==> config.mk <==
export PLATFORM = sky130hd
export DESIGN_NAME = converter_calibration_control
export DESIGN_NICKNAME = d
export VERILOG_FILES = /design/src/rtl/cal_ctrl_pkg.sv /design/src/rtl/converter_calibration_control.sv
export VERILOG_INCLUDE_DIRS = /design/src /design/src/rtl
export SDC_FILE = /design/constraint.sdc
export NUM_CORES = 1
export LEC_CHECK = 0
export BUFFER_PORTS_ARGS = -buffer_cell sky130_fd_sc_hd__buf_4
export CAP_MARGIN = 15
export CORE_UTILIZATION = 58
export DETAILED_ROUTE_END_ITERATION = 6
export PLACE_DENSITY = 0.87
export SLEW_MARGIN = 20
export SYNTH_ARGS = -nofsm -noshare
export SYNTH_HDL_FRONTEND = slang
export SYNTH_SLANG_ARGS = --single-unit
==> constraint.sdc <==
create_clock -name mclk -period 3.72 [get_ports mclk]
set_input_delay 0.558 -clock mclk [delete_from_list [all_inputs] [get_ports mclk]]
set_output_delay 0.558 -clock mclk [all_outputs]
set_load 0.005 [all_outputs]
==> src/rtl/cal_ctrl_defs.svh <==
// register offsets, field positions, reset values and timing counts
`ifndef CAL_CTRL_DEFS_SVH
`define CAL_CTRL_DEFS_SVH
`define OSC_TUNE_CTRL_ADDR   8'h5d
`define OSC_TUNE_STAT_ADDR   8'h5e
`define CAL_RUN_CTRL_ADDR    8'h61
`define CAL_MODE_CFG_ADDR    8'h62
`define OSC_TUNE_CTRL_RST    8'h40
`define CAL_RUN_CTRL_RST     8'h01
`define CAL_MODE_CFG_RST     8'h01
`define TRIM_RST             7'h00
`define STL_LSB              4
`define STL_MSB              6
`define TUNE_EN_BIT          0
`define RUN_BIT              0
`define BGOS_BIT             3
`define FGOS_BIT             2
`define BG_BIT               1
`define FG_BIT               0
`define SETTLE_UNIT_NS       160
`define SETTLE_UNIT_CYC      ((`SETTLE_UNIT_NS + 9) / 10)
`define FG_CAL_CYC           16'h0040
`endif

==> src/rtl/cal_ctrl_pkg.sv <==
// types for the converter calibration control bank
package cal_ctrl_pkg;
  typedef enum logic [2:0] {
    TUNE_IDLE   = 3'b001,
    TUNE_SETTLE = 3'b010,
    TUNE_DONE   = 3'b100
  } tune_state_t;

  typedef struct packed {
    logic [2:0] settle;
    logic       tune_en;
    logic       run;
    logic [3:0] mode;
  } cfg_t;

  typedef struct packed {
    cfg_t        cfg;
    tune_state_t tstate;
    logic        done;
    logic [6:0]  trim;
    logic [6:0]  step;
    logic [15:0] wait_cnt;
    logic        pll_rst_q;
    logic [15:0] fg_cnt;
    logic        fg_done;
    logic [7:0]  rdata;
  } state_t;
endpackage

==> src/rtl/converter_calibration_control.sv <==
// register bank and sequencing for oscillator tuning and converter calibration
// Operation
// - three-bit settle setting, reset four, sets wait after each trim change.
// - tuning starts only when pll hold reset returns to zero while enabled.
// - engine adjusts trim itself until oscillator is centred.
// - done flag reads one after tuning, or when tuning is disabled.
// - run bit high runs calibration, low holds it in reset; resets one.
// - clearing run bit also resets processing and serial clock dividers.
// - bit three enables background offset trim; needs background on, not enforced here: gated by run bit only, not by bit one.
// - bit two enables foreground offset trim; needs foreground run, not enforced here: gated by run bit only, not by bit zero.
// - bit one enables background calibration; reset zero.
// - bit zero resets one; set runs foreground, clear skips it.
`timescale 1ns/1ps
`default_nettype none
`include "cal_ctrl_defs.svh"
module converter_calibration_control
  import cal_ctrl_pkg::*;
(
  input  wire logic       mclk,
  input  wire logic       rstn,
  input  wire logic       reg_wr,
  input  wire logic       reg_rd,
  input  wire logic [7:0] reg_addr,
  input  wire logic [7:0] reg_wdata,
  output var  logic [7:0] reg_rdata,
  input  wire logic       clock_pll_hold_reset,
  input  wire logic       osc_too_fast,
  input  wire logic       trim_wr,
  input  wire logic [6:0] trim_wdata,
  output var  logic [6:0] oscillator_frequency_trim,
  output var  logic       tuning_active,
  output var  logic       cal_hold_reset,
  output var  logic       divider_reset,
  output var  logic       foreground_calibration_run,
  output var  logic       background_calibration_on,
  output var  logic       foreground_offset_trim_on,
  output var  logic       background_offset_trim_on,
  output var  logic       fg_cal_done
);

  state_t q_ff;
  state_t nxt_q;

  ////////////////////////////////////////////////////////////////////////////
  // settle wait length
  logic [15:0] settle_cyc;
  assign settle_cyc = 16'(({13'h0000, q_ff.cfg.settle} + 16'h0001)
                      * 16'(`SETTLE_UNIT_CYC));

  logic wr_tctl;
  logic wr_run;
  logic wr_mode;
  assign wr_tctl = reg_wr && (reg_addr == `OSC_TUNE_CTRL_ADDR);
  assign wr_run  = reg_wr && (reg_addr == `CAL_RUN_CTRL_ADDR);
  assign wr_mode = reg_wr && (reg_addr == `CAL_MODE_CFG_ADDR);

  ////////////////////////////////////////////////////////////////////////////
  always_comb begin
    nxt_q = q_ff;
    nxt_q.pll_rst_q = clock_pll_hold_reset;
    // register writes; reserved bits are not stored
    if (wr_tctl) begin
      nxt_q.cfg.settle  = reg_wdata[`STL_MSB:`STL_LSB];
      nxt_q.cfg.tune_en = reg_wdata[`TUNE_EN_BIT];
    end
    if (wr_run) begin
      nxt_q.cfg.run = reg_wdata[`RUN_BIT];
    end
    if (wr_mode) begin
      nxt_q.cfg.mode = reg_wdata[3:0];
    end
    // trim written by software only when engine is not tuning
    if (trim_wr && (q_ff.tstate != TUNE_SETTLE)) begin
      nxt_q.trim = trim_wdata;
    end

    // oscillator tuning engine
    unique case (q_ff.tstate)
      TUNE_IDLE: begin
        if (!q_ff.cfg.tune_en) begin
          nxt_q.done = 1'b1;
        end else if (clock_pll_hold_reset) begin
          nxt_q.done = 1'b0;
        end else if (q_ff.pll_rst_q) begin
          // falling edge of hold reset starts a binary search
          nxt_q.tstate   = TUNE_SETTLE;
          nxt_q.trim     = 7'h40;
          nxt_q.step     = 7'h20;
          nxt_q.wait_cnt = settle_cyc;
          nxt_q.done     = 1'b0;
        end
      end
      TUNE_SETTLE: begin
        if (clock_pll_hold_reset) begin
          nxt_q.tstate = TUNE_IDLE;
          nxt_q.done   = !q_ff.cfg.tune_en;
        end else if (q_ff.wait_cnt > 16'h0001) begin
          nxt_q.wait_cnt = q_ff.wait_cnt - 16'h0001;
        end else begin
          // step trim toward centre after settling
          if (osc_too_fast) begin
            nxt_q.trim = q_ff.trim - q_ff.step;
          end else begin
            nxt_q.trim = q_ff.trim + q_ff.step;
          end
          nxt_q.wait_cnt = settle_cyc;
          nxt_q.step     = {1'b0, q_ff.step[6:1]};
          if (q_ff.step == 7'h00) begin
            nxt_q.trim   = q_ff.trim;
            nxt_q.tstate = TUNE_DONE;
            nxt_q.done   = 1'b1;
          end
        end
      end
      TUNE_DONE: begin
        if (clock_pll_hold_reset) begin
          nxt_q.tstate = TUNE_IDLE;
          nxt_q.done   = !q_ff.cfg.tune_en;
        end
      end
    endcase

    // foreground calibration timer held while run bit is low
    if (!q_ff.cfg.run) begin
      nxt_q.fg_cnt  = `FG_CAL_CYC;
      nxt_q.fg_done = 1'b0;
    end else if (!q_ff.cfg.mode[`FG_BIT]) begin
      nxt_q.fg_done = 1'b1;
    end else if (q_ff.fg_cnt != 16'h0000) begin
      nxt_q.fg_cnt = q_ff.fg_cnt - 16'h0001;
    end else begin
      nxt_q.fg_done = 1'b1;
    end

    // read data
    nxt_q.rdata = 8'h00;
    if (reg_rd) begin
      unique case (reg_addr)
        `OSC_TUNE_CTRL_ADDR: begin
          nxt_q.rdata = {1'b0, q_ff.cfg.settle, 3'b000, q_ff.cfg.tune_en};
        end
        `OSC_TUNE_STAT_ADDR: begin
          nxt_q.rdata = {7'h00, q_ff.done};
        end
        `CAL_RUN_CTRL_ADDR: begin
          nxt_q.rdata = {7'h00, q_ff.cfg.run};
        end
        `CAL_MODE_CFG_ADDR: begin
          nxt_q.rdata = {4'h0, q_ff.cfg.mode};
        end
        default: begin
          nxt_q.rdata = 8'h00;
        end
      endcase
    end
  end

  ////////////////////////////////////////////////////////////////////////////
  always_ff @(posedge mclk or negedge rstn) begin
    if (!rstn) begin
      q_ff.cfg.settle  <= 3'(`OSC_TUNE_CTRL_RST >> `STL_LSB);
      q_ff.cfg.tune_en <= 1'b0;
      q_ff.cfg.run     <= 1'(`CAL_RUN_CTRL_RST);
      q_ff.cfg.mode    <= 4'(`CAL_MODE_CFG_RST);
      q_ff.tstate      <= TUNE_IDLE;
      q_ff.done        <= 1'b0;
      q_ff.trim        <= `TRIM_RST;
      q_ff.step        <= 7'h00;
      q_ff.wait_cnt    <= 16'h0000;
      q_ff.pll_rst_q   <= 1'b0;
      q_ff.fg_cnt      <= `FG_CAL_CYC;
      q_ff.fg_done     <= 1'b0;
      q_ff.rdata       <= 8'h00;
    end else begin
      q_ff <= nxt_q;
    end
  end

  ////////////////////////////////////////////////////////////////////////////
  assign reg_rdata                  = q_ff.rdata;
  assign oscillator_frequency_trim  = q_ff.trim;
  assign tuning_active              = (q_ff.tstate == TUNE_SETTLE);
  assign cal_hold_reset             = !q_ff.cfg.run;
  assign divider_reset              = !q_ff.cfg.run;

  // every mode bit is gated off while calibration is held
  logic [3:0] mode_on;
  for (genvar b = 0; b < 4; b++) begin : g_mode_gate
    assign mode_on[b] = q_ff.cfg.mode[b] && q_ff.cfg.run;
  end
  assign foreground_calibration_run = mode_on[`FG_BIT];
  assign background_calibration_on  = mode_on[`BG_BIT];
  assign foreground_offset_trim_on  = mode_on[`FGOS_BIT];
  assign background_offset_trim_on  = mode_on[`BGOS_BIT];
  assign fg_cal_done                = q_ff.fg_done;

endmodule
`default_nettype wire

### Yosys cells after proc, flatten, opt, wreduce, memory -nomap -nowiden

Cells that the tools add are included.

* register bits: 69
* input port bits: 30
* output and inout bits: 23
* logic and storage cells: 82

* $add $sub $neg: 5
* magnitude comparators: 1
* equal/unequal tests: 21
* mux-type cells: 24
* reduce and logical (&&, ||, !) cells: 18

Operators with widths (count)
* two-way mux 30 bit: 3
* case mux 30 bit (2 select lines): 1
* two-way mux 16 bit: 3
* two-way mux 34 bit: 1
* equality test 8 x 7 -> 1 bit (second input constant): 4
* subtractor 16 x 1 -> 16 bit (second input constant): 2
* case mux 7 bit (4 select lines): 1
* two-way mux 7 bit: 3
* two-way mux 18 bit: 1
* two-way mux 17 bit: 1
* > comparator 16 x 1 -> 1 bit (second input constant): 1
* nonzero test 16 bit: 1
* inequality test 2 bit (second input constant): 7
* case mux 4 bit (3 select lines): 1
* AND reduction 6 bit: 2
* two-way mux 11 bit: 1
* logical AND 1 bit: 8
* two-way mux 4 bit: 2
* inequality test 4 bit (second input constant): 2
* adder 7 bit: 1
* logical NOT 7 bit: 1
* subtractor 7 bit: 1
* two-way mux 3 bit: 2
* inequality test 3 x 2 -> 1 bit (second input constant): 2
* 12 further kinds: 17

### Depth between registers and ports, before layout

Gate-level depths: netlist (run 1).

* depth in word-level cells: 7
* gate-level depth with buffers: 11

### Worst setup path before layout (run 1)

Ideal clock, no wire load.

* path type: register to register
* start point: reg q_ff[43] (netlist name)
* end point: reg q_ff, in the netlist oscillator_frequency_trim[6]
* setup time: 0.126 ns
* arrival: 2.530 ns
* required time: 3.594 ns
* slack: 1.064 ns
* cell stages (with the launch flop): 12
* buffers on the path: 0
* period minus slack after synthesis: 2.656 ns
* path through: dfrtp_1 > inv_1 > ha_1 > or3b_2 > nand2b_1 > xor2_1 > ha_1 > o21ai_0 > o21a_1 > or3_1 > o32ai_1 > nor2_1

* longest elaborated chain between the ends: 6
* elaborated cells on any way between the ends: 9

Ends and longest elaborated chain
* from (decl): RTL line converter_calibration_control.sv:41 `state_t q_ff;`
* from (signal assigned): RTL line converter_calibration_control.sv:175 `q_ff <= nxt_q;`
* adder 7 bit / subtractor 7 bit (equally long branches): RTL line converter_calibration_control.sv:104, converter_calibration_control.sv:102
* two-way mux 7 bit: RTL line converter_calibration_control.sv:101 `if (osc_too_fast) begin`
* two-way mux 11 bit: RTL line converter_calibration_control.sv:108 `if (q_ff.step == 7'h00) begin`
* two-way mux 18 bit: RTL line converter_calibration_control.sv:97 `end else if (q_ff.wait_cnt > 16'h0001) begin`
* two-way mux 30 bit: RTL line converter_calibration_control.sv:94 `if (clock_pll_hold_reset) begin`
* case mux 30 bit (2 select lines): RTL line converter_calibration_control.sv:78 `unique case (q_ff.tstate)`

Several ways; a longest one is shown, not always the timed one. The select of a mux whose other input is x is not followed.
A chain may end at the register's enable or synchronous reset.

### Final worst setup path (run 1)

* start point: reg q_ff[42] (netlist name)
* end point: reg q_ff, in the netlist oscillator_frequency_trim[6]

The elaborated chain is that of the path after synthesis.

==> flow_metrics.tcl, run 1 <==
set metrics [dict create \
    synth_cells 408 \
    clk_root_buffer_cell "clkbuf_8" \
    synth.avg_cell_area_um2 9.76 \
    area_growth_pct 12.3 \
    final.setup.worst_slack_ns 0.808 \
    cts.clk_slew.worst_paths_ns 0.08 \
    cts_resized 0 \
    yosys_register_bits 67 \
    worstPathRequired_ns 3.95 \
    hpwl_um 5690 \
    vias_per_cell 6.02 \
    leakage_nw 1.99 \
    drv_slew 0 \
    holdWs_ns 0.291 \
    clk_latency_ns 0.35 \
    first_pass_iters 7 \
    synth_edf_count 0 \
    core_area_um2 6490 \
    drive_gt1_share_pct 22.5 \
    pin_count 53 \
    pwr_density_cell_nw_per_um2 594 \
    synth_cell_types 68 \
    grt_max_degree 68 \
    numPortBuffers 50 \
    max_freq_mhz 343 \
    grt_pass1_wl_um 13800 \
    period_needed_ns 2.91 \
    path_max_fanout 5 \
    start_util_pct 61.3 \
    post-cts-setup-buffers 0 \
    finalSetupViolations 0 \
    nNetsFinal 486 \
    setup_tns_ns 0 \
    violations "design-rule violations" \
    cp.arrival_ns 3.14 \
    hold_violations 0 \
    fin_skew_ns 0.00860 \
    drt_iter0_markers 254 \
    die_w_um 84.9 \
    rows 29 \
    cts_tree "yes" \
    dieArea_um2 7200 \
    antenna_cells 0 \
    stdcell_area_um2 4470 \
    yosysWarningCount 0 \
    rsz0062_at_grt "no" \
    grt_pass1_vias 2995 \
    max_stage_delay_ns 0.49 \
    hold_buffers 0 \
    maxSlewHeadroom_pct 41.5 \
    routedWlPerCell_um 15.5 \
    drc_errors 3 \
    path_buf_inv 1 \
    gr-total-overflow 0 \
    synth_area_um2 3980 \
    cp_common_cell "ha_1" \
    hp-class "in -> async" \
    finalCritPeriodShare_pct 78.3 \
    startpoint_type "flip-flop" \
    totalWireLength_um 8130 \
    dp_slack_ns 0.865 \
    cp_top_family "simple AND/OR/NAND/NOR gates" \
    die_h_um 84.9 \
    grt.total_usage_pct 24.6 \
    worst_pin_slew_ns 0.869 \
    postLayoutCoreUtil_pct 68.8 \
    critPathCaptureType "flip-flop" \
    worstSetupPathType "reg -> reg" \
    globalplace.congestion 0.798 \
    synth_ff_type "dfrtp_1" \
    via_count 3167 \
    max-cap-violations 0 \
    cts.htree.levels 3 \
    ir_drop_v 0.000419 \
    clock_path_buffers 2 \
    syn_nets 450 \
    dpl_cell_area_um2 4290 \
    antenna_left 0 \
    cts.sinks 67 \
    antenna_found_initial 0 \
    slowest_stage "or3b_2" \
    async_reset_ff_share_pct 100 \
    cts_buffers 9 \
    worstPathCellList "inv_1, ha_1, or3b_2, nand2b_1, xor2_1, ha_1, o21ai_0, o21a_1, or3_1, o32ai_1, nor2_1" \
    ys_seq_area_share_pct 42.3 \
    status "finished, violations left" \
]
## kinds of logic (layout without fill, tap and decap cells)
| family | after synthesis | count (layout) | synth area share, % |
|---|---|---|---|
| and+or+nand+nor | 175 | 175 | 25.4 |
| AOI/OAI and AO/OA | 71 | 71 | 13.2 |
| DFF | 67 | 67 | 42.3 |
| buffers and inverters | 43 | 84 | 5.81 |
| xor gates and xnor gates | 28 | 28 | 6.16 |
| adders and majority gates | 12 | 12 | 3.96 |
| muxes | 11 | 11 | 3.05 |
| other | 1 | 1 | 0.0942 |
## per-stage QoR
step                      cells  power (mW)
after floorplan             408        1.85
after global placement      510        2.04
after detailed placement    510        2.09
after CTS                   526        2.66
after global routing        526        2.85
final                       526        2.66
## flip-flops by register name (all words and copies together) (netlist names)
signal / flops
fg_cal_done: 1
oscillator_frequency_trim: 7
q_ff: 52
reg_rdata: 7
## per-layer routing
layer	up-vias	wire length (um)	GRT usage, %
li1	1528	-	-
met1	1515	3520	30.4
met2	106	4020	40.9
met3	18	451	6.71
met4	0	138	10.0
met5	-	0	0
## cell usage after synthesis, types with 11 or more instances
cell	count	share of area [%]
o21ai_0	13	1.6
ha_1	11	3.5
buf_4	16	3.0
nor4_1	14	2.2
xnor2_1	17	3.7
inv_1	17	1.6
dfrtp_1	62	39
nand3_1	14	1.8
a21oi_1	11	1.4
nor3_1	13	1.6
nand2_1	13	1.2
xor2_1	11	2.4
nor2_1	52	4.9
a22o_1	14	3.1
## worst reg2reg max path, cell delays in order, from the launching register on
cell	delay (ns)
dfrtp_1	0.40
inv_1	0.09
ha_1	0.16
or3b_2	0.49
nand2b_1	0.11
xor2_1	0.07
ha_1	0.37
o21ai_0	0.16
o21a_1	0.21
or3_1	0.37
o32ai_1	0.28
nor2_1	0.08
## worst paths after layout
path / start / cells after the start / slack [ns] / end
setup / recovery: q_ff[42] / 11 / 0.81 / oscillator_frequency_trim[6]
hold / removal: rstn / 1 / 0.29 / q_ff[22]
setup reg to reg: q_ff[42] / 11 / 0.81 / oscillator_frequency_trim[6]
hold reg to reg: fg_cal_done / 2 / 0.51 / fg_cal_done
max in group asynchronous: rstn / 1 / 2.89 / q_ff[26]
min in group mclk: clock_pll_hold_reset / 1 / 0.39 / q_ff[25]
## final cells by class
cell class | instances | area [um^2]
clock buffer | 11 | 141
clock inverter | 5 | 38.8
fill | 474 | 2020
inverter | 18 | 67.6
multi-input combinational | 298 | 2070
sequential | 67 | 1680
tap | 77 | 96.3
timing repair buffer | 50 | 375
## cell usage in the layout (no fill, tap or decap), types with 5 or more instances in the layout
cell	netlist	layout
a21oi_1	11	11
a22o_1	14	14
and3_1	5	5
buf_4	16	50
clkbuf_8	0	10
dfrtp_1	62	62
dfstp_2	5	5
ha_1	11	11
inv_1	17	17
mux2_2	9	9
nand2_1	13	13
nand2b_1	9	9
nand3_1	14	14
nand4_1	5	5
nor2_1	52	52
nor2b_1	7	7
nor3_1	13	13
nor4_1	14	14
o21ai_0	13	13
xnor2_1	17	17
xor2_1	11	11
## power by group
part | leakage, nW | switching, mW | internal, mW
sequential | 0.885 | 0.154 | 0.863
clock | 0.0895 | 0.291 | 0.262
combinational | 1.02 | 0.596 | 0.490
total | 1.99 | 1.04 | 1.62
(Power assumes the default switching activity.)
==> inputs of run 2 (changes only) <==
--- a/config.mk
+++ b/config.mk
@@ -6,11 +6,12 @@
 export SDC_FILE = /design/constraint.sdc
 export NUM_CORES = 1
 export LEC_CHECK = 0
+export ABC_AREA = 1
 export BUFFER_PORTS_ARGS = -buffer_cell sky130_fd_sc_hd__buf_4
 export CAP_MARGIN = 15
-export CORE_UTILIZATION = 58
+export CORE_UTILIZATION = 53
 export DETAILED_ROUTE_END_ITERATION = 6
-export PLACE_DENSITY = 0.87
+export PLACE_DENSITY = 0.84
 export SLEW_MARGIN = 20
 export SYNTH_ARGS = -nofsm -noshare
 export SYNTH_HDL_FRONTEND = slang
==> constraint.sdc (replaced) <==
create_clock -name mclk -period 2.4 [get_ports mclk]
set_input_delay 0.36 -clock mclk [delete_from_list [all_inputs] [get_ports mclk]]
set_output_delay 0.36 -clock mclk [all_outputs]
set_load 0.005 [all_outputs]
==> flow_metrics.tcl, run 2 <==
set metrics [dict create \
    gr-total-overflow 0 \
    core_area_um2 7770 \
    first_pass_iters 4 \
    cts_resized 0 \
    period_needed_ns 2.20 \
    synth_ff_type "dfrtp_1" \
    clock_path_buffers 2 \
    maxSlewHeadroom_pct 44.5 \
    final.setup.worst_slack_ns 0.196 \
    synth_edf_count 0 \
    r2r_cells 16 \
    stdcell_area_um2 4860 \
    p_comb_share_pct 50.9 \
    met1_length_um 3960 \
    nNetsFinal 686 \
    dieArea_um2 8450 \
    post-cts-setup-buffers 0 \
    vias_per_cell 5.19 \
    ir_drop_v 0.000774 \
    fin_total_pwr_mw 5.94 \
    rows 32 \
    hold_violations 0 \
    top_register "q_ff" \
    drc_errors 0 \
    synth_area_leaders "dfrtp_1 (36%), nand2_1 (14%), nor2_1 (7.5%), inv_1 (6.5%), nand3_1 (5.1%)" \
    cts.clk_slew.worst_paths_ns 0.08 \
    clk_root_buffer_cell "clkbuf_8" \
    wl_met2_um 4600 \
    max_freq_mhz 454 \
    pin_count 53 \
    antenna_left 0 \
    final_cell_mix "nand2_1 (158), nor2_1 (86), inv_1 (74), dfrtp_1 (62), buf_4 (53)" \
    grt_pass1_vias 3762 \
    antenna_cells 0 \
    p_sw_mw 2.64 \
    cts.htree.levels 3 \
    grt.total_usage_pct 23.5 \
    syn_nets 645 \
    swShare_pct 44.4 \
    finalSetupViolations 0 \
    die_h_um 91.9 \
    dp_slack_ns 0.229 \
    routedWlPerCell_um 12.2 \
    top_layer_used "met4" \
    status "completed" \
    dpl_cell_area_um2 4650 \
    leakage_nw 2.58 \
    dr_wl_met3_um 410 \
    grt_max_degree 68 \
    cts_buffers 9 \
    globalplace.congestion 0.852 \
    start_util_pct 55.2 \
    clock_power_share_pct 16.7 \
    postLayoutCoreUtil_pct 62.5 \
    worstPathRequired_ns 2.65 \
    grt_pass1_wl_um 15900 \
    setup_tns_ns 0 \
    pwr_density_cell_nw_per_um2 1220 \
    hp-class "in -> async" \
    cts_tree "yes" \
    synth_area_um2 4290 \
    hpwl_um 6830 \
    numPortBuffers 50 \
    clk_latency_ns 0.35 \
    drive_gt1_share_pct 15.4 \
    via_count 3898 \
    worstSetupPathType "reg -> reg" \
    drt_iter0_markers 211 \
    synth.avg_cell_area_um2 7.11 \
    area_growth_pct 13.3 \
    yosysWarningCount 0 \
    final_common_cell "nand2_1" \
    ys_seq_area_share_pct 39.3 \
    rsz0062_at_grt "no" \
    yosysMostFrequentCell "nand2_1" \
    synth_area_leader_cell "dfrtp_1" \
    largest_register_ffs 52 \
    worst_pin_slew_ns 0.832 \
    startpoint_type "flip-flop" \
    async_reset_ff_share_pct 100 \
    cts.sinks 67 \
    cp.arrival_ns 2.45 \
    hold_buffers 0 \
    drv_slew 0 \
    finalCritPeriodShare_pct 91.8 \
    synth_commonest_cells "nand2_1 (158), nor2_1 (86), inv_1 (74)" \
    cell_internal_pwr_mw 3.30 \
    max-cap-violations 0 \
    seqPwrFrac_pct 32.3 \
    synth_cell_types 37 \
    yosys_register_bits 67 \
    critPathCaptureType "flip-flop" \
    die_w_um 91.9 \
    synth_top_area_share_pct 36.2 \
    antenna_found_initial 0 \
    path_max_fanout 4 \
    totalWireLength_um 9180 \
    synth_cells 603 \
    fin_skew_ns 0.0135 \
]
==> run 2: changes by cell type in the layout (fill, tap and decap cells not counted), sizes merged, moves of 7 or more <==
| cell | delta |
|---|---|
| xnor2 | -13 |
| nor2b | -7 |
| nor4 | -17 |
| nand2b | -9 |
| nand2 | +146 |
| a22o | -14 |
| inv | +65 |
| mux2 | -9 |
| nor2 | +43 |
| nand3 | +34 |
| o21ai | +25 |
==> run 2: worst max-delay path, cell delays in order, from the launching register on <==
cell and delay (ns):
dfrtp_1 0.38, inv_1 0.12, ha_1 0.19, nand3_1 0.10, nand2_1 0.09, xor2_1 0.16, inv_1 0.06, ha_1 0.35
nand2_1 0.09, nor2_1 0.10, nand2_1 0.07, nand3_1 0.07, nand2_1 0.05, nand3_1 0.09, nand2_1 0.05, nor2_1 0.09
nor2_1 0.05
==> run 2: layout make-up <==
cell class	count	area (um^2)
Fill cell	690	2910
Inverter	82	308
Clock buffer	15	176
Multi-Input combinational cell	431	2140
Sequential cell	67	1680
Tap cell	102	128
Timing Repair Buffer	53	398
Clock inverter	1	30.0
==> run 2: path summary, 6_finish.rpt <==
| path | start | endpoint | slack [ns] |
|---|---|---|---|
| min reg2reg | q_ff[68] | q_ff[68] | 0.50 |
| max reg2reg | q_ff[43] | oscillator_frequency_trim[6] | 0.20 |
| min in group mclk | clock_pll_hold_reset | q_ff[25] | 0.19 |
| min | rstn | q_ff[28] | 0.10 |
| max in group asynchronous | rstn | q_ff[62] | 1.74 |
| max | q_ff[43] | oscillator_frequency_trim[6] | 0.20 |
==> run 2: cells by family (layout without fill, tap and decap cells) <==
| family | count (synthesis) | after routing | synth area share (%) |
|---|---|---|---|
| compound gates | 68 | 68 | 8.64 |
| xor+xnor | 20 | 20 | 4.09 |
| fa+ha+maj | 12 | 12 | 3.68 |
| buf+inv | 105 | 151 | 10.9 |
| flops | 67 | 67 | 39.3 |
| other cells | 1 | 1 | 0.0875 |
| simple gates | 330 | 330 | 33.3 |
==> run 2: power by group through the flow <==
stage          combinational, mW  clock (mW)  sequential [mW]
3_5_place_dp                3.00           0             1.93
4_1_cts                     3.02        1.01             1.91
5_1_grt                     3.47        1.07             1.97
3_3_place_gp                2.84           0             1.91
2_1_floorplan               2.42           0             1.83
6_report                    3.02       0.994             1.92
==> run 2: per-layer routing <==
metal	vias up	track usage (%)
met1	1811	26.5
met5	-	0
met2	92	42.3
met3	22	5.22
met4	0	9.90
li1	1973	-
==> run 2: metrics by stage <==
stage	instances	hold WS (ns)
CTS	751	0.145
floorplan	603	0.0644
detailed placement	735	0.479
global route	751	0.169
finish	751	0.104
global placement	735	0.467
